===== src/core/sysclk_ctrl_pkg.sv =====
// Package with register map, field layout, encodings and timing for the system clock control block.
package sysclk_ctrl_pkg;

  localparam int AddrWidth = 8;
  localparam logic [7:0] OffsPowerMgmt = 8'h00;
  localparam logic [7:0] OffsExtIntFlag = 8'h04;
  localparam logic [7:0] OffsBusMode = 8'h08;
  localparam logic [7:0] OffsIrqStatus = 8'h0c;
  localparam logic [7:0] OffsIrqClear = 8'h10;
  localparam logic [7:0] OffsIrqEnable = 8'h14;

  // Power management register fields.
  localparam int PosDivSelLo = 6;
  localparam int PosSwitchback = 5;
  localparam int PosMulEnable = 4;
  localparam int PosMulFactor = 3;
  // Extended interrupt flag register fields.
  localparam int PosMulReady = 3;
  localparam int PosRingMode = 2;

  localparam logic [1:0] DivSelMul = 2'h0;
  localparam logic [1:0] DivSelRsvd = 2'h1;
  localparam logic [1:0] DivSelOne = 2'h2;
  localparam logic [1:0] DivSelSlow = 2'h3;

  localparam logic [1:0] BusModeInternal = 2'h0;
  localparam logic [1:0] BusModeOne = 2'h1;
  localparam logic [1:0] BusModeTwo = 2'h2;
  localparam logic [1:0] BusModeFour = 2'h3;

  localparam int IrqCount = 3;
  localparam int IrqReady = 0;
  localparam int IrqSwitchback = 1;
  localparam int IrqRefused = 2;

  localparam int WarmupExtCycles = 65536;
  localparam int SlowDivide = 1024;

  typedef struct packed {
    logic [1:0] divSel;
    logic switchbackEnable;
    logic mulEnable;
    logic mulFactor4x;
  } clk_cfg_s;

  typedef struct packed {
    logic sysClkEn;
    logic memCycleEn;
    logic mulActive;
  } clk_out_s;

endpackage


===== src/core/system_clock_divide_control.sv =====
// System clock divide, multiplier warm-up, switchback and memory cycle timing with APB registers.
`timescale 1ns/1ps
////////////////////////////////////////////////////////////////////////////////
module system_clock_divide_control #(
  parameter int WarmupCycles = 65536
) (
  // Clock and reset.
  input wire logic ref_clk,
  input wire logic srst,
  // APB slave.
  input wire logic psel,
  input wire logic penable,
  input wire logic pwrite,
  input wire logic [sysclk_ctrl_pkg::AddrWidth-1:0] paddr,
  input wire logic [31:0] pwdata,
  output logic [31:0] prdata,
  output logic pready,
  output logic pslverr,
  // Wake sources and status from the core.
  input wire logic enabledIrq,
  input wire logic serialStartBit,
  input wire logic ringOscMode,
  // Clock enables toward the core.
  output sysclk_ctrl_pkg::clk_out_s clkOut,
  // Interrupt.
  output logic irq
);
  import sysclk_ctrl_pkg::*;

  typedef enum logic [1:0] {
    MulOff = 2'b00,
    MulWarm = 2'b01,
    MulReady = 2'b10
  } mul_state_e;

  // The wake inputs come from other domains or pins, so two flops guard them.
  logic [1:0] irqSync;
  logic [1:0] startSync;
  logic [1:0] ringSync;
  always_ff @(posedge ref_clk) begin
    if (srst) begin
      irqSync <= 2'h0;
      startSync <= 2'h0;
      ringSync <= 2'h0;
    end else begin
      irqSync <= {irqSync[0], enabledIrq};
      startSync <= {startSync[0], serialStartBit};
      ringSync <= {ringSync[0], ringOscMode};
    end
  end
  logic wakeEvent;
  logic ringMode;
  assign wakeEvent = irqSync[1] | startSync[1];
  assign ringMode = ringSync[1];

  ////////////////////////////////////////////////////////////////////////////////
  logic setupPhase;
  logic wrAccess;
  logic rdAccess;
  assign setupPhase = psel & ~penable;
  assign wrAccess = psel & penable & pwrite;
  assign rdAccess = psel & penable & ~pwrite;
  assign pready = 1'b1;

  function automatic logic addrMapped(input logic [AddrWidth-1:0] a);
    return a == OffsPowerMgmt || a == OffsExtIntFlag || a == OffsBusMode ||
           a == OffsIrqStatus || a == OffsIrqClear || a == OffsIrqEnable;
  endfunction

  assign pslverr = psel & penable & ~addrMapped(paddr);

  clk_cfg_s cfg_reg, cfg_next;
  mul_state_e mulState_reg, mulState_next;
  logic [16:0] warmCnt_reg, warmCnt_next;
  logic [1:0] busMode_reg, busMode_next;
  logic [IrqCount-1:0] irqStatus_reg, irqStatus_next;
  logic [IrqCount-1:0] irqEnable_reg, irqEnable_next;
  logic [31:0] prdata_reg, prdata_next;
  logic refusedEvt;
  logic switchEvt;
  logic memBoundary;

  always_comb begin
    logic [1:0] wrSel;
    wrSel = pwdata[PosDivSelLo +: 2];
    cfg_next = cfg_reg;
    mulState_next = mulState_reg;
    warmCnt_next = warmCnt_reg;
    refusedEvt = 1'b0;
    switchEvt = 1'b0;
    if (wrAccess && paddr == OffsPowerMgmt) begin
      cfg_next.switchbackEnable = pwdata[PosSwitchback];
      if (cfg_reg.divSel == DivSelOne && !cfg_reg.mulEnable) begin
        cfg_next.mulFactor4x = pwdata[PosMulFactor];
      end else if (pwdata[PosMulFactor] != cfg_reg.mulFactor4x) begin
        refusedEvt = 1'b1;
      end
      if (cfg_reg.divSel == DivSelOne && !ringMode) begin
        cfg_next.mulEnable = pwdata[PosMulEnable];
      end else if (pwdata[PosMulEnable] != cfg_reg.mulEnable) begin
        refusedEvt = 1'b1;
      end
      if (wrSel == DivSelRsvd) begin
        refusedEvt = 1'b1;
      end else if (wrSel == DivSelMul && mulState_reg != MulReady) begin
        refusedEvt = 1'b1;
      end else begin
        cfg_next.divSel = wrSel;
      end
    end
    // Leaving the multiplier ready state while it drives the clock would stall the core.
    if (!cfg_next.mulEnable && cfg_next.divSel == DivSelMul) begin
      cfg_next.divSel = DivSelOne;
    end
    if (cfg_reg.divSel == DivSelSlow && cfg_reg.switchbackEnable && wakeEvent) begin
      cfg_next.divSel = DivSelOne;
      switchEvt = 1'b1;
    end
    unique case (mulState_reg)
      MulOff: begin
        if (cfg_next.mulEnable && !cfg_reg.mulEnable) begin
          mulState_next = MulWarm;
          warmCnt_next = '0;
        end
      end
      MulWarm: begin
        warmCnt_next = warmCnt_reg + 17'h1;
        if (!cfg_next.mulEnable) begin
          mulState_next = MulOff;
        end else if (warmCnt_reg == 17'(WarmupCycles - 1)) begin
          mulState_next = MulReady;
        end
      end
      MulReady: begin
        if (!cfg_next.mulEnable) begin
          mulState_next = MulOff;
        end
      end
      default: mulState_next = MulOff;
    endcase
  end

  always_ff @(posedge ref_clk) begin
    if (srst) begin
      cfg_reg <= '{divSel: DivSelOne, switchbackEnable: 1'b0, mulEnable: 1'b0, mulFactor4x: 1'b0};
      mulState_reg <= MulOff;
      warmCnt_reg <= 17'h0;
    end else begin
      cfg_reg <= cfg_next;
      mulState_reg <= mulState_next;
      warmCnt_reg <= warmCnt_next;
    end
  end

  ////////////////////////////////////////////////////////////////////////////////
  // Only a change of the divide field to the multiplier waits for a memory cycle boundary; other codes reach the clock path at once.
  logic [1:0] activeSel_reg, activeSel_next;
  logic [9:0] slowCnt_reg, slowCnt_next;
  logic [1:0] memCnt_reg, memCnt_next;
  logic sysEn;
  logic [1:0] memLen;

  always_comb begin
    activeSel_next = activeSel_reg;
    if (memBoundary || cfg_reg.divSel != DivSelMul) begin
      activeSel_next = cfg_reg.divSel;
    end
    // The ref_clk stands in for the multiplied and divide-by-one clocks; only the slow rate is an enable pulse.
    slowCnt_next = (activeSel_reg == DivSelSlow) ? slowCnt_reg + 10'h1 : 10'h0;
    unique case (busMode_reg)
      BusModeInternal: memLen = 2'h0;
      BusModeOne: memLen = 2'h0;
      BusModeTwo: memLen = 2'h1;
      default: memLen = 2'h3;
    endcase
    memCnt_next = memCnt_reg;
    if (sysEn) begin
      memCnt_next = (memCnt_reg >= memLen) ? 2'h0 : memCnt_reg + 2'h1;
    end
  end

  assign sysEn = (activeSel_reg == DivSelSlow) ? (slowCnt_reg == 10'(SlowDivide - 1)) : 1'b1;
  assign memBoundary = sysEn && memCnt_reg >= memLen;

  always_ff @(posedge ref_clk) begin
    if (srst) begin
      activeSel_reg <= DivSelOne;
      slowCnt_reg <= 10'h0;
      memCnt_reg <= 2'h0;
    end else begin
      activeSel_reg <= activeSel_next;
      slowCnt_reg <= slowCnt_next;
      memCnt_reg <= memCnt_next;
    end
  end

  assign clkOut = '{sysClkEn: sysEn, memCycleEn: memBoundary, mulActive: activeSel_reg == DivSelMul};

  ////////////////////////////////////////////////////////////////////////////////
  logic [IrqCount-1:0] events;
  assign events = {refusedEvt, switchEvt, mulState_reg == MulWarm && mulState_next == MulReady};

  always_comb begin
    busMode_next = busMode_reg;
    irqEnable_next = irqEnable_reg;
    irqStatus_next = irqStatus_reg;
    if (wrAccess && paddr == OffsBusMode) begin
      busMode_next = pwdata[1:0];
    end
    if (wrAccess && paddr == OffsIrqEnable) begin
      irqEnable_next = pwdata[IrqCount-1:0];
    end
    if (wrAccess && paddr == OffsIrqClear) begin
      irqStatus_next = irqStatus_next & ~pwdata[IrqCount-1:0];
    end
    // A new event wins over a clear in the same cycle.
    irqStatus_next = irqStatus_next | events;
    prdata_next = prdata_reg;
    if (setupPhase && !pwrite) begin
      unique case (paddr)
        OffsPowerMgmt: prdata_next = {24'h0, cfg_reg.divSel, cfg_reg.switchbackEnable, cfg_reg.mulEnable,
                                      cfg_reg.mulFactor4x, 3'h0};
        OffsExtIntFlag: prdata_next = {28'h0, mulState_reg == MulReady, ringMode, 2'h0};
        OffsBusMode: prdata_next = {30'h0, busMode_reg};
        OffsIrqStatus: prdata_next = {29'h0, irqStatus_reg};
        OffsIrqEnable: prdata_next = {29'h0, irqEnable_reg};
        default: prdata_next = 32'h0;
      endcase
    end
  end

  always_ff @(posedge ref_clk) begin
    if (srst) begin
      busMode_reg <= BusModeInternal;
      irqEnable_reg <= '0;
      irqStatus_reg <= '0;
      prdata_reg <= 32'h0;
    end else begin
      busMode_reg <= busMode_next;
      irqEnable_reg <= irqEnable_next;
      irqStatus_reg <= irqStatus_next;
      prdata_reg <= prdata_next;
    end
  end

  assign prdata = rdAccess ? prdata_reg : 32'h0;
  assign irq = |(irqStatus_reg & irqEnable_reg);

  ////////////////////////////////////////////////////////////////////////////////
  property p_divsel_legal;
    @(posedge ref_clk) disable iff (srst) cfg_reg.divSel != DivSelRsvd;
  endproperty
  a_divsel_legal: assert property (p_divsel_legal) else $error("Reserved divide code stored.");

  property p_no_mul_unready;
    @(posedge ref_clk) disable iff (srst) cfg_reg.divSel == DivSelMul |-> mulState_reg == MulReady;
  endproperty
  a_no_mul_unready: assert property (p_no_mul_unready) else $error("Multiplier selected before ready.");

  property p_factor_hold;
    @(posedge ref_clk) disable iff (srst)
      (cfg_reg.divSel != DivSelOne || cfg_reg.mulEnable) |=> $stable(cfg_reg.mulFactor4x);
  endproperty
  a_factor_hold: assert property (p_factor_hold) else $error("Factor changed while locked.");

  property p_enable_hold;
    @(posedge ref_clk) disable iff (srst)
      (cfg_reg.divSel != DivSelOne || ringMode) |=> $stable(cfg_reg.mulEnable);
  endproperty
  a_enable_hold: assert property (p_enable_hold) else $error("Enable changed while locked.");

  property p_warm_start;
    @(posedge ref_clk) disable iff (srst) $rose(cfg_reg.mulEnable) |-> mulState_reg == MulWarm && warmCnt_reg == 0;
  endproperty
  a_warm_start: assert property (p_warm_start) else $error("Warm-up did not start.");

  property p_ready_time;
    @(posedge ref_clk) disable iff (srst)
      $rose(mulState_reg == MulReady) |-> $past(warmCnt_reg) == 17'(WarmupCycles - 1);
  endproperty
  a_ready_time: assert property (p_ready_time) else $error("Warm-up length wrong.");

  property p_switchback;
    @(posedge ref_clk) disable iff (srst)
      cfg_reg.divSel == DivSelSlow && cfg_reg.switchbackEnable && wakeEvent |=> cfg_reg.divSel == DivSelOne;
  endproperty
  a_switchback: assert property (p_switchback) else $error("Switchback missing.");

  property p_no_switch_other;
    @(posedge ref_clk) disable iff (srst)
      cfg_reg.divSel != DivSelSlow && !(wrAccess && paddr == OffsPowerMgmt) |=> $stable(cfg_reg.divSel);
  endproperty
  a_no_switch_other: assert property (p_no_switch_other) else $error("Divide changed without write.");

  property p_internal_mem;
    @(posedge ref_clk) disable iff (srst)
      busMode_reg == BusModeInternal && sysEn |-> memBoundary;
  endproperty
  a_internal_mem: assert property (p_internal_mem) else $error("Internal memory cycle not one clock.");

  c_ready: cover property (@(posedge ref_clk) disable iff (srst) $rose(mulState_reg == MulReady));
  c_switch: cover property (@(posedge ref_clk) disable iff (srst) switchEvt);
  c_mul_active: cover property (@(posedge ref_clk) disable iff (srst) $rose(clkOut.mulActive));
  c_refused: cover property (@(posedge ref_clk) disable iff (srst) refusedEvt);

endmodule


===== config.mk =====
export PLATFORM = sky130hd
export DESIGN_NAME = system_clock_divide_control
export DESIGN_NICKNAME = d
export VERILOG_FILES = /design/src/core/sysclk_ctrl_pkg.sv /design/src/core/system_clock_divide_control.sv
export SDC_FILE = /design/constraint.sdc
export NUM_CORES = 1
export LEC_CHECK = 0
export ABC_CLOCK_PERIOD_IN_PS = 4100
export BUFFER_PORTS_ARGS = -buffer_cell sky130_fd_sc_hd__clkbuf_2
export CAP_MARGIN = 0
export CELL_PAD_IN_SITES_DETAIL_PLACEMENT = 0
export CELL_PAD_IN_SITES_GLOBAL_PLACEMENT = 1
export CORE_MARGIN = 2
export CORE_UTILIZATION = 30
export CTS_BUF_LIST = sky130_fd_sc_hd__clkbuf_16
export DETAILED_ROUTE_END_ITERATION = 10
export GPL_ROUTABILITY_DRIVEN = 0
export HOLD_SLACK_MARGIN = 0.08
export PLACE_DENSITY_LB_ADDON = 0.1
export SLEW_MARGIN = 20
export SYNTH_ARGS = -nofsm -noshare
export SYNTH_HDL_FRONTEND = slang
export SYNTH_SLANG_ARGS = --single-unit

===== constraint.sdc =====
create_clock -name ref_clk -period 4.1 [get_ports ref_clk]
set_clock_uncertainty 0.15 [all_clocks]
set_input_delay 0.615 -clock ref_clk [delete_from_list [all_inputs] [get_ports ref_clk]]
set_output_delay 0.615 -clock ref_clk [all_outputs]
set_load 0.02 [all_outputs]

---- Word-level counts from Yosys, hierarchy flattened ----
Cells that the tools add are included.
word-level totals
  input port bits ......................... 48
  bits in registers ....................... 84
  word-level logic and storage cells ...... 118
operators by class
  multiplexer cells ....................... 26
  add/subtract/negate cells ............... 3
  $lt $le $gt $ge ......................... 1
  bitwise operators ....................... 14
  reduce and logical (&&, ||, !) cells .... 38
  equal/unequal tests ..................... 20
operator list
  kind                     number
  $pmux W8 S5              1
  $pmux W17 S2             1
  $mux W32                 1
  $add A17 B1 Y17 const B  1
  $eq A17 B16 Y1 const B   1
  $mux W17                 1
  $eq A8 B4 Y1 const B     2
  $eq A8 B5 Y1 const B     2
  $logic_and A1 B1 Y1      14
  $mux W2                  7
  $eq A2 B2 Y1 const B     6
  $mux W1                  11
  $add A10 B1 Y10 const B  1
  $eq A10 B10 Y1 const B   1
  $logic_not A2 Y1         5
  $eq A8 B3 Y1 const B     1
  $logic_not A8 Y1         1
  $and A3 B3 Y3            2
  $eq A2 B1 Y1 const B     3
  $logic_or A1 B1 Y1       6
  $pmux W2 S3              1
  $reduce_or A3 Y1         2
  $and A1 B1 Y1            5
  $mux W5                  1
  14 further kinds         25

---- Longest topological paths before layout ----
  depth in word-level cells ............... 11
  mapped depth ............................ 8
  mapped depth without buffers ............ 8

---- Worst setup path before layout ----
Ideal clock, no wire load.
  path kind ............................... input to register
  start point ............................. input port paddr[1] (netlist name)
  end point ............................... register cfg_reg[0] (netlist name)
  data required time ...................... 3.822 ns
  arrival ................................. 2.136 ns
  path slack .............................. 1.686 ns
  setup time .............................. 0.128 ns
  stages .................................. 6
  path through ............................ or4_1 buf_2 or4_4 nor2_2 mux2i_1 nor2_1
between the ends
  longest elaborated chain between the ends .. 3
RTL lines
  element                             RTL line                            text
  start, declared                     system_clock_divide_control.sv:14   input wire logic [sysclk_ctrl_pkg::AddrWidth-1:0] paddr,
  $logic_not A8 Y1                    system_clock_divide_control.sv:91   if (wrAccess && paddr == OffsPowerMgmt) begin
  $logic_and A1 B1 Y1                 system_clock_divide_control.sv:91
  $reduce_and A2 Y1 (no source line)  -
  end signal, assigned                system_clock_divide_control.sv:145  cfg_reg <= '{divSel: DivSelOne, switchbackEnable: 1'b0, mulEnable: 1'b0, mulFactor4x: 1'b0};
  end signal, assigned                system_clock_divide_control.sv:149  cfg_reg <= cfg_next;
  end, declared                       system_clock_divide_control.sv:72   clk_cfg_s cfg_reg, cfg_next;
Every way passes these cells.
A chain may end at the register's enable or synchronous reset.

---- Final worst setup path ----
  start point ............................. input port paddr[1] (netlist name)
  end point ............................... output port pslverr
between the ends
  longest elaborated chain between the ends .. 8
  elaborated cells on any way between the ends .. 13
  classes of those cells .................. eq/ne: 5; bitwise: 2; reduce/logical: 6
RTL lines
  element                                           RTL line                           text
  $eq A8 B3 Y1 or $logic_not A8 Y1 (tied branches)  system_clock_divide_control.sv:66  return a == OffsPowerMgmt || a == OffsExtIntFlag || a == OffsBusMode ||
  $logic_or A1 B1 Y1 (3 in series)                  system_clock_divide_control.sv:66
  $logic_or A1 B1 Y1                                system_clock_divide_control.sv:67  a == OffsIrqStatus || a == OffsIrqClear || a == OffsIrqEnable;
  $logic_or A1 B1 Y1 *                              system_clock_divide_control.sv:67
  $not A1 Y1 *                                      system_clock_divide_control.sv:70  assign pslverr = psel & penable & ~addrMapped(paddr);
  $and A1 B1 Y1 *                                   system_clock_divide_control.sv:70
  end, declared                                     system_clock_divide_control.sv:18  output logic pslverr,
Every way passes the cells marked *; elsewhere a longest branch is shown, timed or not.

==> summary.txt <==
Finish
  – Ant diodes: 0
  – Fill count: 1103
  – Max reg flops: 17
  – Final Core Density: between 30 and 40%
  – Post-route insts no fill: ~550
  – Layout cells sized above 1: between 10% and 20%
  – Synthesis-to-layout area growth: 13.1%
  – Layout net count: between 400 and 500

Timing
  – Setup TNS: 0 ps
  – Period utilization: between 60% and 70%
  – Worst Setup Slack, final: 1340 ps
  – Final setup viols: 0
  – Slew @ Worst Pin: 827 ps
  – Slew Limit Fails: 0
  – Minimum clock period: 2760 ps
  – Max-slew headroom: between 40 and 50%
  – RSZ-0062 raised after global routing: no
  – Final hold vios: 0
  – Fmax: approximately 360 MHz

Clocking
  – CTS tree: yes
  – Clock H-tree levels: 3
  – Post-CTS Resized: 0
  – CTS buffer count: 9
  – Clk Tree Root Cell: clkbuf_16
  – Num Clock Sinks: 60
  – CTS Buffer Depth: 2
  – Setup Buffers After CTS: 0
  – Hold_buf cts: 0
  – Worst-path clk slew: 50 ps
  – Latest clock arrival within the worst-skew pair: 330 ps

Job
  – Max-cap viol count: 0

Die
  – Die W: ~110 µm
  – Core Area: 10200 µm²
  – Die area: about 11000 µm²
  – Initial cell density of the core: 30.6%
  – Io pins: 86
  – Placement row count: 37
  – Die height: 106 µm

Yosys
  – Synth area leader: dfxtp_1
  – Seq/Total Area, Yosys: between 30% and 40%
  – Top FF cell, synth: dfxtp_1
  – Synthesized flop and latch total: 60
  – Most numerous cell in the Yosys netlist: dfxtp_1
  – Synth top area cells: dfxtp_1 39%, buf_4 6.5%, nor2_1 6.1%
  – Most frequent cells after synthesis: 60 x dfxtp_1, 51 x nor2_1, 33 x nand2_1
  – Ys Warns: 0
  – Synthesized cell area: slightly above 3000 µm²
  – Top cell type's share of synthesized area: 38.6%
  – Post-synth EDFFs: 0
  – Post-Synthesis Cells: 378
  – Synth cell types: about 50
  – Synthesized area per cell: ~8.2 µm²
  – Ys async rst share: 0%

Critical path
  – Startpoint types: input pin
  – Most used cell, CP: clkbuf_2
  – Worst path bufs/invs: 2
  – R2r endpoint: warmCnt_reg[16]$_SDFFE_PP0P_
  – CP top delay family: simple AND/OR/NAND/NOR gates
  – Crit path max-delay cell type: or4_1
  – CP endpoint kind: output pin
  – Crit Path Class: in -> out
  – CP Data Arrival Time: 1990 ps
  – R2R Path Start: warmCnt_reg[0]$_SDFFE_PP0P_
  – R2R Setup Slk: 1810 ps
  – Critical Path, Cell by Cell: clkbuf_2 -> or4_1 -> nor2_1 -> a21oi_1 -> clkbuf_2
  – CP Max Fanout: 6
  – Critical path required time: 3340 ps
  – Worst R2R Path Depth: 8
  – Worst path max stage delay: 660 ps

Route
  – Iteration-0 DRC Markers: 101
  – Routed wire length per instance: 13.7 µm
  – Via-per-instance ratio: 4.82
  – Final antenna-violating net count: 0
  – Drt total wl: 7.50 mm
  – Vias: approximately 2600
  – Residual DRC: 0
  – DRT Pass-1 Iters: 5

Hold path
  – Worst min-delay path startpoint: startSync[0]$_SDFF_PP0_
  – Hold Path Sink: startSync[1]$_SDFF_PP0_
  – HP Class: reg -> reg
  – Min-Delay Path Depth: 1

Global routing
  – Congestion Overflow GR: 0
  – Most used routing layer: met2
  – Met2 Use GR: 22.8%
  – Met1 Use GR: between 15 and 20%
  – Met3 Use GR: 4.14%
  – Vias in the first global route: roughly 2500
  – Initial antenna violation count: 0
  – GRT Resource Usage Total: 13.9%
  – Largest net degree at the start of global routing: 33
  – Global-route wire length before repair: 12.2 mm

Placement
  – PortBufs: 36
  – Placed insts: around 530
  – Place WS: 1220 ps
  – Hpwl dp: between 5 and 6 mm

Pwr
  – Maximum vdd drop: roughly 190 µV
  – LEAKAGE: around 1.3 nW
  – Cell Pwr Density: 375 nW/µm²

Outcome
  – Status: complete, no violations
==> per-stage QoR <==
step           hold WS, ps  total power [mW]  cell area (µm²)
2_1_floorplan          264             0.667             3200
3_3_place_gp           280             0.669             3260
3_5_place_dp           283             0.669             3260
4_1_cts                298              1.34             3520
5_1_grt                309              1.37             3520
6_report               291              1.32             3520
==> cell families (layout without fill, tap and decap cells) <==
kind of cell,Yosys count,after routing,synth area share [%]
AOI/OAI and AO/OA,65,65,13.2
muxes,12,12,3.86
other,2,25,0.241
buffers and inverters,53,64,11.0
and+or+nand+nor,171,171,28.4
adders and majority gates,5,5,2.01
xor gates and xnor gates,10,10,2.81
DFF,60,60,38.6
==> worst max path at each step <==
| stage | startpoint | endpoint | slack, ps | cells past startpoint |
|---|---|---|---|---|
| after floorplan | paddr[1] | cfg_reg[0]$_SDFFE_PP0P_ | 1690 | 6 |
| after global placement | paddr[1] | warmCnt_reg[13]$_SDFFE_PP0P_ | 1250 | 6 |
| after detailed placement | paddr[1] | warmCnt_reg[6]$_SDFFE_PP0P_ | 1220 | 6 |
| after CTS | paddr[1] | pslverr | 1300 | 5 |
| after global routing | paddr[1] | pslverr | 1220 | 5 |
| final | paddr[1] | pslverr | 1340 | 5 |
==> area by class of cell <==
| type | instances | area, µm² | share of cell area [%] |
|---|---|---|---|
| clock buffer | 9 | 225 | 6.39 |
| clock inverter | 7 | 36.3 | 1.03 |
| inverter | 10 | 37.5 | 1.07 |
| multi-input combinational | 288 | 1660 | 47.1 |
| sequential | 60 | 1200 | 34.1 |
| tap | 136 | 170 | 4.83 |
| timing repair buffer | 38 | 195 | 5.54 |
==> placed cells by master, fill, tap and decap left out, drive strengths merged, types with 2 or more instances in the layout <==
cell type / netlist / routed
a21oi: 24 / 24
a22oi: 5 / 5
a311oi: 8 / 8
a31oi: 8 / 8
and2: 9 / 9
and3: 6 / 6
and4: 4 / 4
buf: 30 / 2
clkbuf: 12 / 45
clkinv: 0 / 3
clkinvlp: 0 / 2
conb: 2 / 25
dfxtp: 60 / 60
ha: 5 / 5
inv: 10 / 12
mux2i: 12 / 12
nand2: 33 / 33
nand2b: 4 / 4
nand3: 15 / 15
nand4: 7 / 7
nor2: 52 / 52
nor2b: 12 / 12
nor3: 5 / 5
nor3b: 2 / 2
nor4: 6 / 6
nor4b: 2 / 2
o21ai: 11 / 11
or2: 3 / 3
or3: 4 / 4
or3b: 2 / 2
or4: 3 / 3
xnor2: 5 / 5
xor2: 5 / 5
==> power breakdown <==
group          leakage [nW]  switching [mW]  internal (mW)
clock                 0.131           0.266          0.399
sequential            0.484         0.00101          0.586
combinational         0.716          0.0519         0.0171
total                  1.33           0.319           1.00
==> layer usage <==
metal	vias to the layer above	wire, µm
met5	-	0
met4	0	90
met3	10	308
met2	62	3600
met1	1234	3500
li1	1337	-
No activity file was read; power rests on OpenSTA's default activity.
